File: config.mk
export PLATFORM = sky130hd
export DESIGN_NAME = spi_dgram_device_flat
export DESIGN_NICKNAME = d
export VERILOG_FILES = /design/src/common/spi_dgram_pkg.sv /design/src/common/spi_dgram_if.sv /design/src/spi_dgram_device.sv /design/src/flat_wrapper.sv
export SDC_FILE = /design/constraint.sdc
export NUM_CORES = 1
export LEC_CHECK = 0
export ABC_AREA = 1
export BUFFER_PORTS_ARGS = -buffer_cell sky130_fd_sc_hd__buf_2
export CORE_UTILIZATION = 35
export DETAILED_ROUTE_END_ITERATION = 8
export PLACE_DENSITY = 0.5
export SYNTH_ARGS = -nofsm -noshare
export SYNTH_HDL_FRONTEND = slang
export SYNTH_SLANG_ARGS = --single-unit
export TNS_END_PERCENT = 10
File: constraint.sdc
create_clock -name ref_clk -period 2.8 [get_ports ref_clk]
set_clock_uncertainty 0.05 [all_clocks]
set_input_delay 0.28 -clock ref_clk [delete_from_list [all_inputs] [get_ports ref_clk]]
set_output_delay 0.28 -clock ref_clk [all_outputs]
set_load 0.01 [all_outputs]
File: src/common/spi_dgram_pkg.sv
package spi_dgram_pkg;
  localparam int              FRAME_BITS   = 40;
  localparam int              ADDR_BITS    = 7;
  localparam int              DATA_BITS    = 32;
  localparam int              HDR_BITS     = 8;
  localparam int              WR_BIT       = 39;
  localparam int              CNT_W        = 6;
  localparam logic [5:0]      HDR_DONE_CNT = 6'h08;
  localparam logic [5:0]      FRAME_CNT    = 6'h28;
  localparam logic [7:0]      WR_FLAG      = 8'h80;
  localparam logic [7:0]      STATUS_RST   = 8'h00;
  localparam int              HALF_DIV     = 4;
endpackage

File: src/common/spi_dgram_if.sv
`timescale 1ns/10ps
`default_nettype none
interface spi_dgram_if;
  logic sclk;          // serial clock from host
  logic chip_select_n; // active-low frame select
  logic mosi;          // host to device data
  logic miso;          // device to host data
  modport device (input sclk, input chip_select_n, input mosi, output miso);
  modport host (output sclk, output chip_select_n, output mosi, input miso);
endinterface
`default_nettype wire

File: src/spi_dgram_device.sv
`timescale 1ns/10ps
`default_nettype none
// Functional notes
// - every frame is exactly forty bits
// - host holds select low whole frame
// - address byte then 32-bit data word
// - full 32 data bits for every access
// - bit 39 set means write
// - device always shifts response data out
// - host discards data returned on writes
// - read fetched once address byte arrives
// - read frame data bits are ignored
// - short values right aligned in data
// - signed fields two's complement, else binary
// - most significant bit travels first
// - sample on rising, drive after falling
// - select rise commits the write
module spi_dgram_device
  import spi_dgram_pkg::*;
(
  input  wire logic                 ref_clk,    // system clock
  input  wire logic                 resetn,     // async reset, active low
  spi_dgram_if.device               link,       // serial pins
  output logic [ADDR_BITS-1:0]      rd_addr,    // register read address
  output logic                      rd_req,     // read fetch pulse
  input  wire logic [DATA_BITS-1:0] rd_data,    // fetched register value
  output logic [ADDR_BITS-1:0]      wr_addr,    // committed write address
  output logic [DATA_BITS-1:0]      wr_data,    // committed write data
  output logic                      wr_strobe   // write commit pulse
);
  logic [2:0]            sck_q, sck_d;     // sclk sync and history
  logic [2:0]            cs_q, cs_d;       // select sync and history
  logic [1:0]            di_q, di_d;       // data-in sync
  logic [FRAME_BITS-1:0] rx_q, rx_d;       // received frame
  logic [DATA_BITS-1:0]  tx_q, tx_d;       // fetched word going out
  logic [HDR_BITS-1:0]   stat_q, stat_d;   // status byte going out
  logic [HDR_BITS-1:0]   prev_q, prev_d;   // latest address byte
  logic [CNT_W-1:0]      cnt_q, cnt_d;     // rises seen in frame
  logic                  miso_q, miso_d;   // serial output flop
  logic                  fetch_q, fetch_d; // address byte complete
  logic [ADDR_BITS-1:0]  ra_q, ra_d;       // read address
  logic                  rr_q, rr_d;       // read request
  logic [ADDR_BITS-1:0]  wa_q, wa_d;       // write address
  logic [DATA_BITS-1:0]  wd_q, wd_d;       // write data
  logic                  ws_q, ws_d;       // write strobe
  logic                  rise, fall;       // sclk edges
  logic                  cs_rise, cs_low;  // select edge and level

  // next rise count, shared by shifter and fetch trigger
  function automatic logic [CNT_W-1:0] count_up(input logic [CNT_W-1:0] c);
    return c + 6'h01;
  endfunction

  // pin stages 0,1 synchronise; stage 2 is history for edge find
  always_comb
  begin
    sck_d = {sck_q[1:0], link.sclk};
    cs_d  = {cs_q[1:0], link.chip_select_n};
    di_d  = {di_q[0], link.mosi};
  end

  // edges and level seen only behind the second flop
  assign rise    = sck_q[1] & ~sck_q[2];
  assign fall    = ~sck_q[1] & sck_q[2];
  assign cs_low  = ~cs_q[1];
  assign cs_rise = cs_q[1] & ~cs_q[2];

  // synchroniser registers; idle levels at reset avoid a false edge
  always_ff @(posedge ref_clk or negedge resetn)
  begin
    if (!resetn)
    begin
      sck_q <= '1;
      cs_q  <= '1;
      di_q  <= '0;
    end
    else
    begin
      sck_q <= sck_d;
      cs_q  <= cs_d;
      di_q  <= di_d;
    end
  end

  // serial side: shift in on rise, shift out after fall, fetch trigger;
  // the pins arrive two flops late, so the answer leaves about three
  // system clocks after the host's fall and the host must allow for it
  always_comb
  begin
    rx_d    = rx_q;
    tx_d    = tx_q;
    cnt_d   = cnt_q;
    miso_d  = miso_q;
    stat_d  = stat_q;
    fetch_d = 1'b0;
    if (!cs_low)
    begin
      cnt_d  = '0;
      tx_d   = '0;
      miso_d = prev_q[HDR_BITS-1];               // first bit at select
      stat_d = prev_q;
    end
    else if (rise)
    begin
      rx_d  = {rx_q[FRAME_BITS-2:0], di_q[1]};
      cnt_d = count_up(cnt_q);
      if (count_up(cnt_q) == HDR_DONE_CNT)
        fetch_d = 1'b1;
    end
    else if (fall && cnt_q != '0)
    begin
      // the first fall keeps the bit put out at select; each later fall
      // moves on to the bit that the next rise samples
      if (cnt_q < HDR_DONE_CNT)
      begin
        stat_d = {stat_q[HDR_BITS-2:0], 1'b0};   // status byte
        miso_d = stat_q[HDR_BITS-2];
      end
      else if (cnt_q == HDR_DONE_CNT)
        miso_d = tx_q[DATA_BITS-1];
      else
      begin
        tx_d   = {tx_q[DATA_BITS-2:0], 1'b0};
        miso_d = tx_q[DATA_BITS-2];
      end
    end
    if (rr_q)
      tx_d = rd_data;                            // value as-is
  end

  // serial side registers
  always_ff @(posedge ref_clk or negedge resetn)
  begin
    if (!resetn)
    begin
      rx_q    <= '0;
      tx_q    <= '0;
      cnt_q   <= '0;
      miso_q  <= 1'b0;
      stat_q  <= STATUS_RST;
      fetch_q <= 1'b0;
    end
    else
    begin
      rx_q    <= rx_d;
      tx_q    <= tx_d;
      cnt_q   <= cnt_d;
      miso_q  <= miso_d;
      stat_q  <= stat_d;
      fetch_q <= fetch_d;
    end
  end

  // register side: fetch on the address byte, commit at select rise
  always_comb
  begin
    prev_d = prev_q;
    ra_d   = ra_q;
    rr_d   = 1'b0;
    wa_d   = wa_q;
    wd_d   = wd_q;
    ws_d   = 1'b0;
    if (fetch_q)
    begin
      ra_d   = rx_q[ADDR_BITS-1:0];
      rr_d   = 1'b1;
      prev_d = rx_q[HDR_BITS-1:0];
    end
    // a cut or overlong frame is dropped, and a read never writes
    if (cs_rise && cnt_q == FRAME_CNT && rx_q[WR_BIT])
    begin
      wa_d = rx_q[DATA_BITS+ADDR_BITS-1:DATA_BITS];
      wd_d = rx_q[DATA_BITS-1:0];
      ws_d = 1'b1;
    end
  end

  // register side registers
  always_ff @(posedge ref_clk or negedge resetn)
  begin
    if (!resetn)
    begin
      prev_q <= STATUS_RST;
      ra_q   <= '0;
      rr_q   <= 1'b0;
      wa_q   <= '0;
      wd_q   <= '0;
      ws_q   <= 1'b0;
    end
    else
    begin
      prev_q <= prev_d;
      ra_q   <= ra_d;
      rr_q   <= rr_d;
      wa_q   <= wa_d;
      wd_q   <= wd_d;
      ws_q   <= ws_d;
    end
  end
  assign link.miso = miso_q;
  assign rd_addr   = ra_q;
  assign rd_req    = rr_q;
  assign wr_addr   = wa_q;
  assign wr_data   = wd_q;
  assign wr_strobe = ws_q;
endmodule
`default_nettype wire

File: src/flat_wrapper.sv
// flat-port wrapper written by rule: the top's interface ports become plain ports
module spi_dgram_device_flat import spi_dgram_pkg::*;
  (ref_clk, resetn, rd_addr, rd_req, rd_data, wr_addr, wr_data, wr_strobe, link_sclk, link_chip_select_n, link_mosi, link_miso);
  spi_dgram_if link_i ();
  input  wire logic ref_clk;
  input  wire logic resetn;
  output logic [ADDR_BITS-1:0] rd_addr;
  output logic rd_req;
  input  wire logic [DATA_BITS-1:0] rd_data;
  output logic [ADDR_BITS-1:0] wr_addr;
  output logic [DATA_BITS-1:0] wr_data;
  output logic wr_strobe;
  input wire logic [$bits(link_i.sclk)-1:0] link_sclk;
  input wire logic [$bits(link_i.chip_select_n)-1:0] link_chip_select_n;
  input wire logic [$bits(link_i.mosi)-1:0] link_mosi;
  output wire logic [$bits(link_i.miso)-1:0] link_miso;
  assign link_i.sclk = link_sclk;
  assign link_i.chip_select_n = link_chip_select_n;
  assign link_i.mosi = link_mosi;
  assign link_miso = link_i.miso;
  spi_dgram_device u_core (.ref_clk(ref_clk), .resetn(resetn), .link(link_i), .rd_addr(rd_addr), .rd_req(rd_req), .rd_data(rd_data), .wr_addr(wr_addr), .wr_data(wr_data), .wr_strobe(wr_strobe));
endmodule
==> impl_metrics.toml, run 1 <==
[run_status]
status = "completed"

[routing]
via_per_inst = 4.651
drt.antenna.violating_nets = 0
vias = 4400
post_drt_wl_per_cell_um = 13.22
drt_iter0_drc = 272
wl_mm = 12.51
firstDrtPassIters = 4
drc = 0

[floorplanning]
initial_core_util = 0.3585
die_w_um = 132.6
fp.dieArea_sq_um = 17570
core_sq_um = 16640
rows = 47
ios = 86
die_h_um = 132.6

[layout]
layout_common_cells = "nand2_1, dfrtp_1, buf_2"
fin_util = 0.4300
nets = 753
multi_input_area_sq_um = 1898
layout_commonest_cell = "nand2_1"
final_layout_size_suffix_gt1_frac = 0.1970
seqCellArea_sq_um = 3611
syn2layout_area_growth_pct = 19.92
diodes = 0
n_fill_cell = 1665

[logic_synthesis]
avgSynthCellArea_sq_um = 9.338
syn-instance-count = 639
synth.distinct_cells = 27
ys.warnings.count = 0
ys_ff_latch = 144
synth_area_sq_um = 5967
ys_seq_area_frac = 0.6052
synth_top_cell_by_area = "dfrtp_1"
yosys-top-cells-area = "dfrtp_1, nand2_1, o21ai_0"
yosysTopAreaCellShare = 0.5787
synth_fp_nets = 679

[pwr]
vdd_drop_max_mv = 0.4155
power_density_nw_per_um2 = 641.0
leakagePower_nw = 3.583

[timing]
timing.fmax_mhz = 464.8
report.final.slew_viol_count = 0
setup_violations = 0
slew_headroom = 0.5258
tightest_slew_ns = 0.7105
rsz0062_at_grt = "no"
tns_ns = 0
hold_violations = 0
period_share = 0.7684
fin_crit_ns = 2.151

[global_route]
grt_pass1_vias = 4271
grt_pass1_wl_mm = 21.26
grt_overflow = 0
grt_antenna_before_repair = 0
grtUsageMet2 = 0.2322
grt_util_met3 = 0.03640
grt_use_total = 0.1526
grt_max_degree = 63
grt_busiest_layer = "met2"
met1_usage = 0.2073

[placed_design]
gp_congestion = 0.7136
port_buffers = 85
hpwlAfterDp_mm = 7.928

[cts]
cts_hold_buf = 4
cts_buffer_depth = 2
path_clk_slew_ns = 0.06
ctsResizeCount = 0
cts_tree = "yes"
post_cts_buffers = 0
cts_buffers = 17
cts_sinks = 144
insertion_delay_ns = 0.42
htreeDepth = 4
cts_root_buffer = "clkbuf_16"

[critical_path]
crit_type = "flip-flop to flip-flop"
regToRegEndpoint = "u_core.wr_data[31]"
cp.required_ns = 3.04
setup.worst_path.start = "u_core.cs_q[1]"
cp.arrival_ns = 2.39
start_kind = "flip-flop"
end_kind = "flip-flop"
reg2regPathDepth = 6
cp_max_fo = 40
r2r-start = "u_core.cs_q[1]"
ff2ff_setup_slack_ns = 0.65

[job]
maxCapViolCount = 0

[min_path]
min_path_cells = 3
hp-start = "rd_data[0]"
hp-class = "input port to flip-flop"
hold_end = "u_core.tx_q[0]"
## cells by family after synthesis
logic type | Yosys count | synth area share
and+or+nand+nor | 261 | 0.1805
DFF | 144 | 0.6052
AOI/OAI and AO/OA | 130 | 0.1283
buffers and inverters | 99 | 0.07674
adders and majority gates | 3 | 0.006291
xor gates and xnor gates | 2 | 0.002936
## synth_stat cells
cell type,number
a21oi_1,10
a22o_1,30
buf_2,11
buf_4,8
buf_6,5
clkbuf_1,17
clkbuf_2,2
dfrtp_1,138
dfstp_2,6
ha_1,3
inv_1,51
inv_2,4
inv_4,1
nand2_1,190
nand2_2,3
nand3_1,46
nand3_2,2
nand3b_1,1
nand4_1,2
nor2_1,14
nor2_2,2
nor3_2,1
o21ai_0,78
o21ai_1,10
o22ai_1,2
xnor2_1,1
xor2_1,1
## worst max-delay path by stage
stage | end
finish | u_core.wr_data[31]
CTS | u_core.wr_data[31]
detailed placement | u_core.wr_data[31]
floorplan | u_core.wr_data[22]
global route | u_core.wr_data[31]
global placement | u_core.wr_addr[0]
## power breakdown
group | switching, mW | internal, mW
Combinational | 0.135 | 0.0545
Sequential | 0.0225 | 2.12
Clock | 0.849 | 1.40
## flip-flops by register name (all words and copies together) (netlist names)
name / cells
u_core.rx_q: 40
u_core.tx_q: 32
u_core.wr_data: 32
u_core.stat_q: 7
u_core.wr_addr: 7
u_core.cnt_q: 6
u_core.rd_addr: 6
u_core.cs_q: 3
u_core.sck_q: 3
u_core.di_q: 2
u_core.prev_q: 2
u_core.fetch_q: 1
u_core.link.miso: 1
u_core.rd_req: 1
u_core.wr_strobe: 1
## area by class of cell
cell class,instances,share of cell area
sequential,144,0.5046
multi-input combinational,396,0.2653
timing repair buffer,98,0.07886
clock buffer,23,0.06819
tap,220,0.03847
inverter,56,0.02973
clock inverter,9,0.01486
## metal layers
metal	vias to the layer above	share of wire
met5	-	0
met4	0	0.012
met3	12	0.046
met2	102	0.46
met1	2073	0.48
li1	2213	-
## metrics by stage
| step | instance area, sq um | instances | worst slack, ns | hold WS [ns] | total power, mW |
|---|---|---|---|---|---|
| 3_3_place_gp | 6521 | 910 | 0.6037 | 0.2475 | 2.369 |
| 2_1_floorplan | 5967 | 639 | 1.269 | -0.06559 | 2.268 |
| 5_1_grt | 7156 | 946 | 0.3924 | 0.01423 | 4.777 |
| 4_1_cts | 7156 | 946 | 0.6205 | 0.008652 | 4.663 |
| 6_report | 7156 | 946 | 0.6486 | 0.02650 | 4.587 |
| 3_5_place_dp | 6521 | 910 | 0.6337 | 0.2526 | 2.373 |
## critical path, stage by stage, from the launching register on
cell     delay [ns]
dfstp_2        0.65
inv_4          0.13
nor3_2         0.22
nand2_2        0.41
buf_4          0.39
nand2_1        0.07
o21ai_0        0.08
Note: power is estimated with default switching activity, not from simulation.
==> run 2: changes to the inputs <==
Clock period 2.8 ns to 2.15 ns, I/O delays scaled along.
==> impl_metrics.toml, run 2 (synthesis gave the netlist of run 1 again) <==
[floorplanning]
ios = 86
rows = 47
initial_core_util = 0.3585
die_w_um = 132.6
core_sq_um = 16640
fp.dieArea_sq_um = 17570
die_h_um = 132.6

[cts]
cts_root_buffer = "clkbuf_16"
cts_sinks = 144
post_cts_buffers = 0
cts_hold_buf = 5
cts_buffers = 17
cts_tree = "yes"
ctsResizeCount = 0
htreeDepth = 4
path_clk_slew_ns = 0.06
insertion_delay_ns = 0.42
cts_buffer_depth = 2

[routing]
wl_mm = 12.27
drt.antenna.violating_nets = 0
post_drt_wl_per_cell_um = 12.95
drt_iter0_drc = 260
drc = 0
firstDrtPassIters = 4
via_per_inst = 4.637
vias = 4391

[critical_path]
start_kind = "flip-flop"
r2r-start = "u_core.cnt_q[0]"
cp.arrival_ns = 2.17
ff2ff_setup_slack_ns = 0.23
setup.worst_path.start = "u_core.cnt_q[0]"
end_kind = "flip-flop"
cp_max_fo = 31
crit_type = "flip-flop to flip-flop"
cp.required_ns = 2.40

[global_route]
grt_use_total = 0.1478
grt_pass1_vias = 4225
grt_pass1_wl_mm = 20.56
grt_antenna_before_repair = 0
grt_max_degree = 80
grt_overflow = 0

[pwr]
leakagePower_nw = 3.625
power_density_nw_per_um2 = 858.3
vdd_drop_max_mv = 0.5322

[layout]
nets = 754
top_register = "u_core.rx_q"
layout_commonest_cell = "nand2_1"
syn2layout_area_growth_pct = 21.30
diodes = 0
largest_reg_flops = 40
fin_util = 0.4349
layout_common_cells = "nand2_1, dfrtp_1, buf_2"
n_fill_cell = 1639
final_layout_size_suffix_gt1_frac = 0.1994
finalInstanceArea_sq_um = 7238

[timing]
report.final.slew_viol_count = 0
setup_violations = 0
tns_ns = 0
hold_violations = 0
tightest_slew_ns = 0.6157
timing.fmax_mhz = 521.4
fin_crit_ns = 1.918
slew_headroom = 0.5881
period_share = 0.8921
rsz0062_at_grt = "no"

[placed_design]
hpwlAfterDp_mm = 7.662
port_buffers = 85
place_area_sq_um = 6546
gp_congestion = 0.7217

[run_status]
status = "completed"

[job]
maxCapViolCount = 0

[min_path]
hp-start = "rd_data[19]"
hp-class = "input port to flip-flop"
[run 2: cell count changes in the layout (fill, tap and decap cells not counted), sizes merged]
| cell | previous run | this run |
|---|---|---|
| bufinv | 2 | 4 |
| clkbuf | 23 | 18 |
| clkinv | 4 | 5 |
| clkinvlp | 3 | 1 |
| dlygate4sd3 | 4 | 5 |
| inv | 56 | 60 |
[run 2: critical path: stages (launching register included)]
cell and delay [ns]:
dfrtp_1 0.42, inv_1 0.11, ha_1 0.17, nand2_1 0.08, nor2_2 0.15, nand2_2 0.08
nand3_2 0.10, nand2_2 0.37, nand2_1 0.20, nand2_1 0.07
[run 2: layout make-up]
class	count	area, sq um	area share
inverters	56	212.7	0.02939
flip-flops and latches	144	3611	0.4989
clock inverters	14	202.7	0.02800
clock buffers	18	439.2	0.06067
multi-input cells	396	1898	0.2622
well taps	220	275.3	0.03803
repair buffers	99	599.3	0.08280
[run 2: final timing paths]
check | end | depth (start not counted)
min | u_core.tx_q[19] | 4
max reg2reg | u_core.tx_q[11] | 9
min in group asynchronous | u_core.rx_q[21] | 2
max in group asynchronous | u_core.cs_q[0] | 3
max | u_core.tx_q[11] | 9
min reg2reg | u_core.cs_q[1] | 0
[run 2: stage by stage]
step / setup WS [ns] / std cells / power [mW] / hold WS, ns
after global routing: 0.08323 / 947 / 6.466 / 0.06560
after global placement: 0.3228 / 910 / 3.088 / 0.1788
after detailed placement: 0.2433 / 910 / 3.092 / 0.1824
after CTS: 0.2332 / 947 / 6.314 / 0.05747
after floorplan: 0.6193 / 639 / 2.953 / -0.1306
final: 0.2321 / 947 / 6.213 / 0.07437
[run 2: report_power, final]
part	total (mW)	switching, mW	internal, mW
Combinational	0.251	0.176	0.0748
Sequential	2.79	0.0275	2.76
Clock	3.17	1.18	1.99
[run 2: layer usage]
metal / GRT usage / vias to the layer above / wire (um)
met4: 0.05364 / 0 / 158
met3: 0.05172 / 13 / 629
met2: 0.2287 / 89 / 5499
li1: - / 2217 / -
met5: 0 / - / 0
met1: 0.1913 / 2072 / 5980
==> run 3: changes to the inputs <==
Settings changed: CAP_MARGIN set to 15, CORE_MARGIN set to 3.
==> impl_metrics.toml, run 3 (synthesis gave the netlist of run 1 again) <==
[cts]
cts_tree = "yes"
cts_buffers = 17
cts_root_buffer = "clkbuf_16"
path_clk_slew_ns = 0.06
cts_buffer_depth = 2
ctsResizeCount = 0
htreeDepth = 4
cts_sinks = 144
insertion_delay_ns = 0.41

[global_route]
grt_util_met3 = 0.04522
grt_overflow = 0
grt_pass1_vias = 4315
met1_usage = 0.1901
grt_pass1_wl_mm = 20.96
grt_antenna_before_repair = 0
grt_use_total = 0.1416
grt_max_degree = 75
grt_busiest_layer = "met2"
grtUsageMet2 = 0.2169

[pwr]
internal_power_mw = 4.489
p_clk_frac = 0.479
switching_power_mw = 1.342
pwr-share-seq = 0.479
switching_share = 0.2301
power_density_nw_per_um2 = 817.0
leakagePower_nw = 3.582
vdd_drop_max_mv = 0.5012
pwr-share-comb = 0.042

[min_path]
min_path_cells = 4
hp-start = "rd_data[20]"
hold_end = "u_core.tx_q[20]"
hp-class = "input port to flip-flop"

[timing]
rsz0062_at_grt = "no"
fin_crit_ns = 1.869
tightest_slew_ns = 0.5870
report.final.slew_viol_count = 0
slew_headroom = 0.6087
hold_violations = 0
setup_violations = 0
timing.fmax_mhz = 535.0
tns_ns = 0
period_share = 0.8693

[routing]
firstDrtPassIters = 6
post_drt_wl_per_cell_um = 13.06
vias = 4373
drc = 0
drt_iter0_drc = 266
drt.antenna.violating_nets = 0
via_per_inst = 4.628
wl_mm = 12.34

[floorplanning]
initial_core_util = 0.3585
rows = 47
ios = 86
core_sq_um = 16640
fp.dieArea_sq_um = 18650
die_h_um = 136.6
die_w_um = 136.6

[layout]
final_layout_size_suffix_gt1_frac = 0.1972
top_register = "u_core.rx_q"
largest_reg_flops = 40
syn2layout_area_growth_pct = 19.61
fin_util = 0.4288
layout_common_cells = "nand2_1, dfrtp_1, buf_2"
n_fill_cell = 1678
diodes = 0
layout_commonest_cell = "nand2_1"
nets = 753
final_cells = 945

[critical_path]
crit_type = "flip-flop to flip-flop"
r2r-start = "u_core.cnt_q[0]"
reg2regPathDepth = 9
start_kind = "flip-flop"
cp.required_ns = 2.40
regToRegEndpoint = "u_core.tx_q[24]"
cp_max_fo = 31
end_kind = "flip-flop"
cp.arrival_ns = 2.12
ff2ff_setup_slack_ns = 0.28

[run_status]
status = "completed"

[placed_design]
dp_cells = 909
port_buffers = 85
gp_congestion = 0.7562
hpwlAfterDp_mm = 7.878

[job]
maxCapViolCount = 0
## run 3: cell count changes in the layout (fill, tap and decap cells not counted), sizes merged
cell,delta
clkinvlp,+1
bufinv,-3
clkbuf,+1
buf,-1
## run 3: how the worst max path moves through the flow
stage | startpoint | endpoint | depth (start not counted)
CTS | u_core.cnt_q[0] | u_core.tx_q[24] | 9
floorplan | u_core.cs_q[1] | u_core.wr_data[22] | 8
detailed placement | u_core.cnt_q[0] | u_core.tx_q[27] | 9
finish | u_core.cnt_q[0] | u_core.tx_q[24] | 9
global route | u_core.cnt_q[0] | u_core.tx_q[31] | 9
global placement | u_core.cnt_q[0] | u_core.tx_q[17] | 9
## run 3: per-layer routing
layer | share of wire | wire [um]
met1 | 0.48 | 5916
met5 | 0 | 0
met4 | 0.010 | 127
met3 | 0.050 | 614
met2 | 0.46 | 5679
## run 3: per-stage QoR
step           cell area (sq um)  power [mW]  hold WS [ns]  setup slack, ns
4_1_cts                     7137       5.934       0.05598           0.2536
3_3_place_gp                6526       3.085       0.09732           0.3414
6_report                    7137       5.831       0.07073           0.2809
2_1_floorplan               5967       2.953       -0.1306           0.6193
3_5_place_dp                6526       3.089       0.09930           0.2715
5_1_grt                     7137       6.102       0.07036          0.07934
## run 3: area by class of cell
class                           count  area [sq um]  area share
Clock buffer                       19         452.9     0.06346
Clock inverter                     12         107.6     0.01508
Inverter                           56         212.7     0.02980
Multi-Input combinational cell    396          1898      0.2660
Sequential cell                   144          3611      0.5060
Tap cell                          220         275.3     0.03857
Timing Repair Buffer               98         579.3     0.08117
## run 3: repair_timing
action,in CTS,in global routing
endpoints found under the setup margin,0,0
buffers inserted,0,0
hold buffers,5,0
endpoints found under the hold margin,41,0
## run 3: power groups by stage
stage | Sequential (mW) | Clock [mW] | Combinational [mW]
6_report | 2.79 | 2.79 | 0.246
5_1_grt | 2.80 | 3.02 | 0.289
4_1_cts | 2.79 | 2.89 | 0.257
3_5_place_dp | 2.84 | 0 | 0.249
3_3_place_gp | 2.84 | 0 | 0.246
2_1_floorplan | 2.83 | 0 | 0.120
## run 3: critical path: stages, from the launching register on
cell	delay, ns
dfrtp_1	0.42
inv_1	0.12
ha_1	0.17
nand2_1	0.08
nor2_2	0.15
nand2_2	0.08
nand3_2	0.08
nand2_2	0.33
nand2_1	0.19
nand2_1	0.07
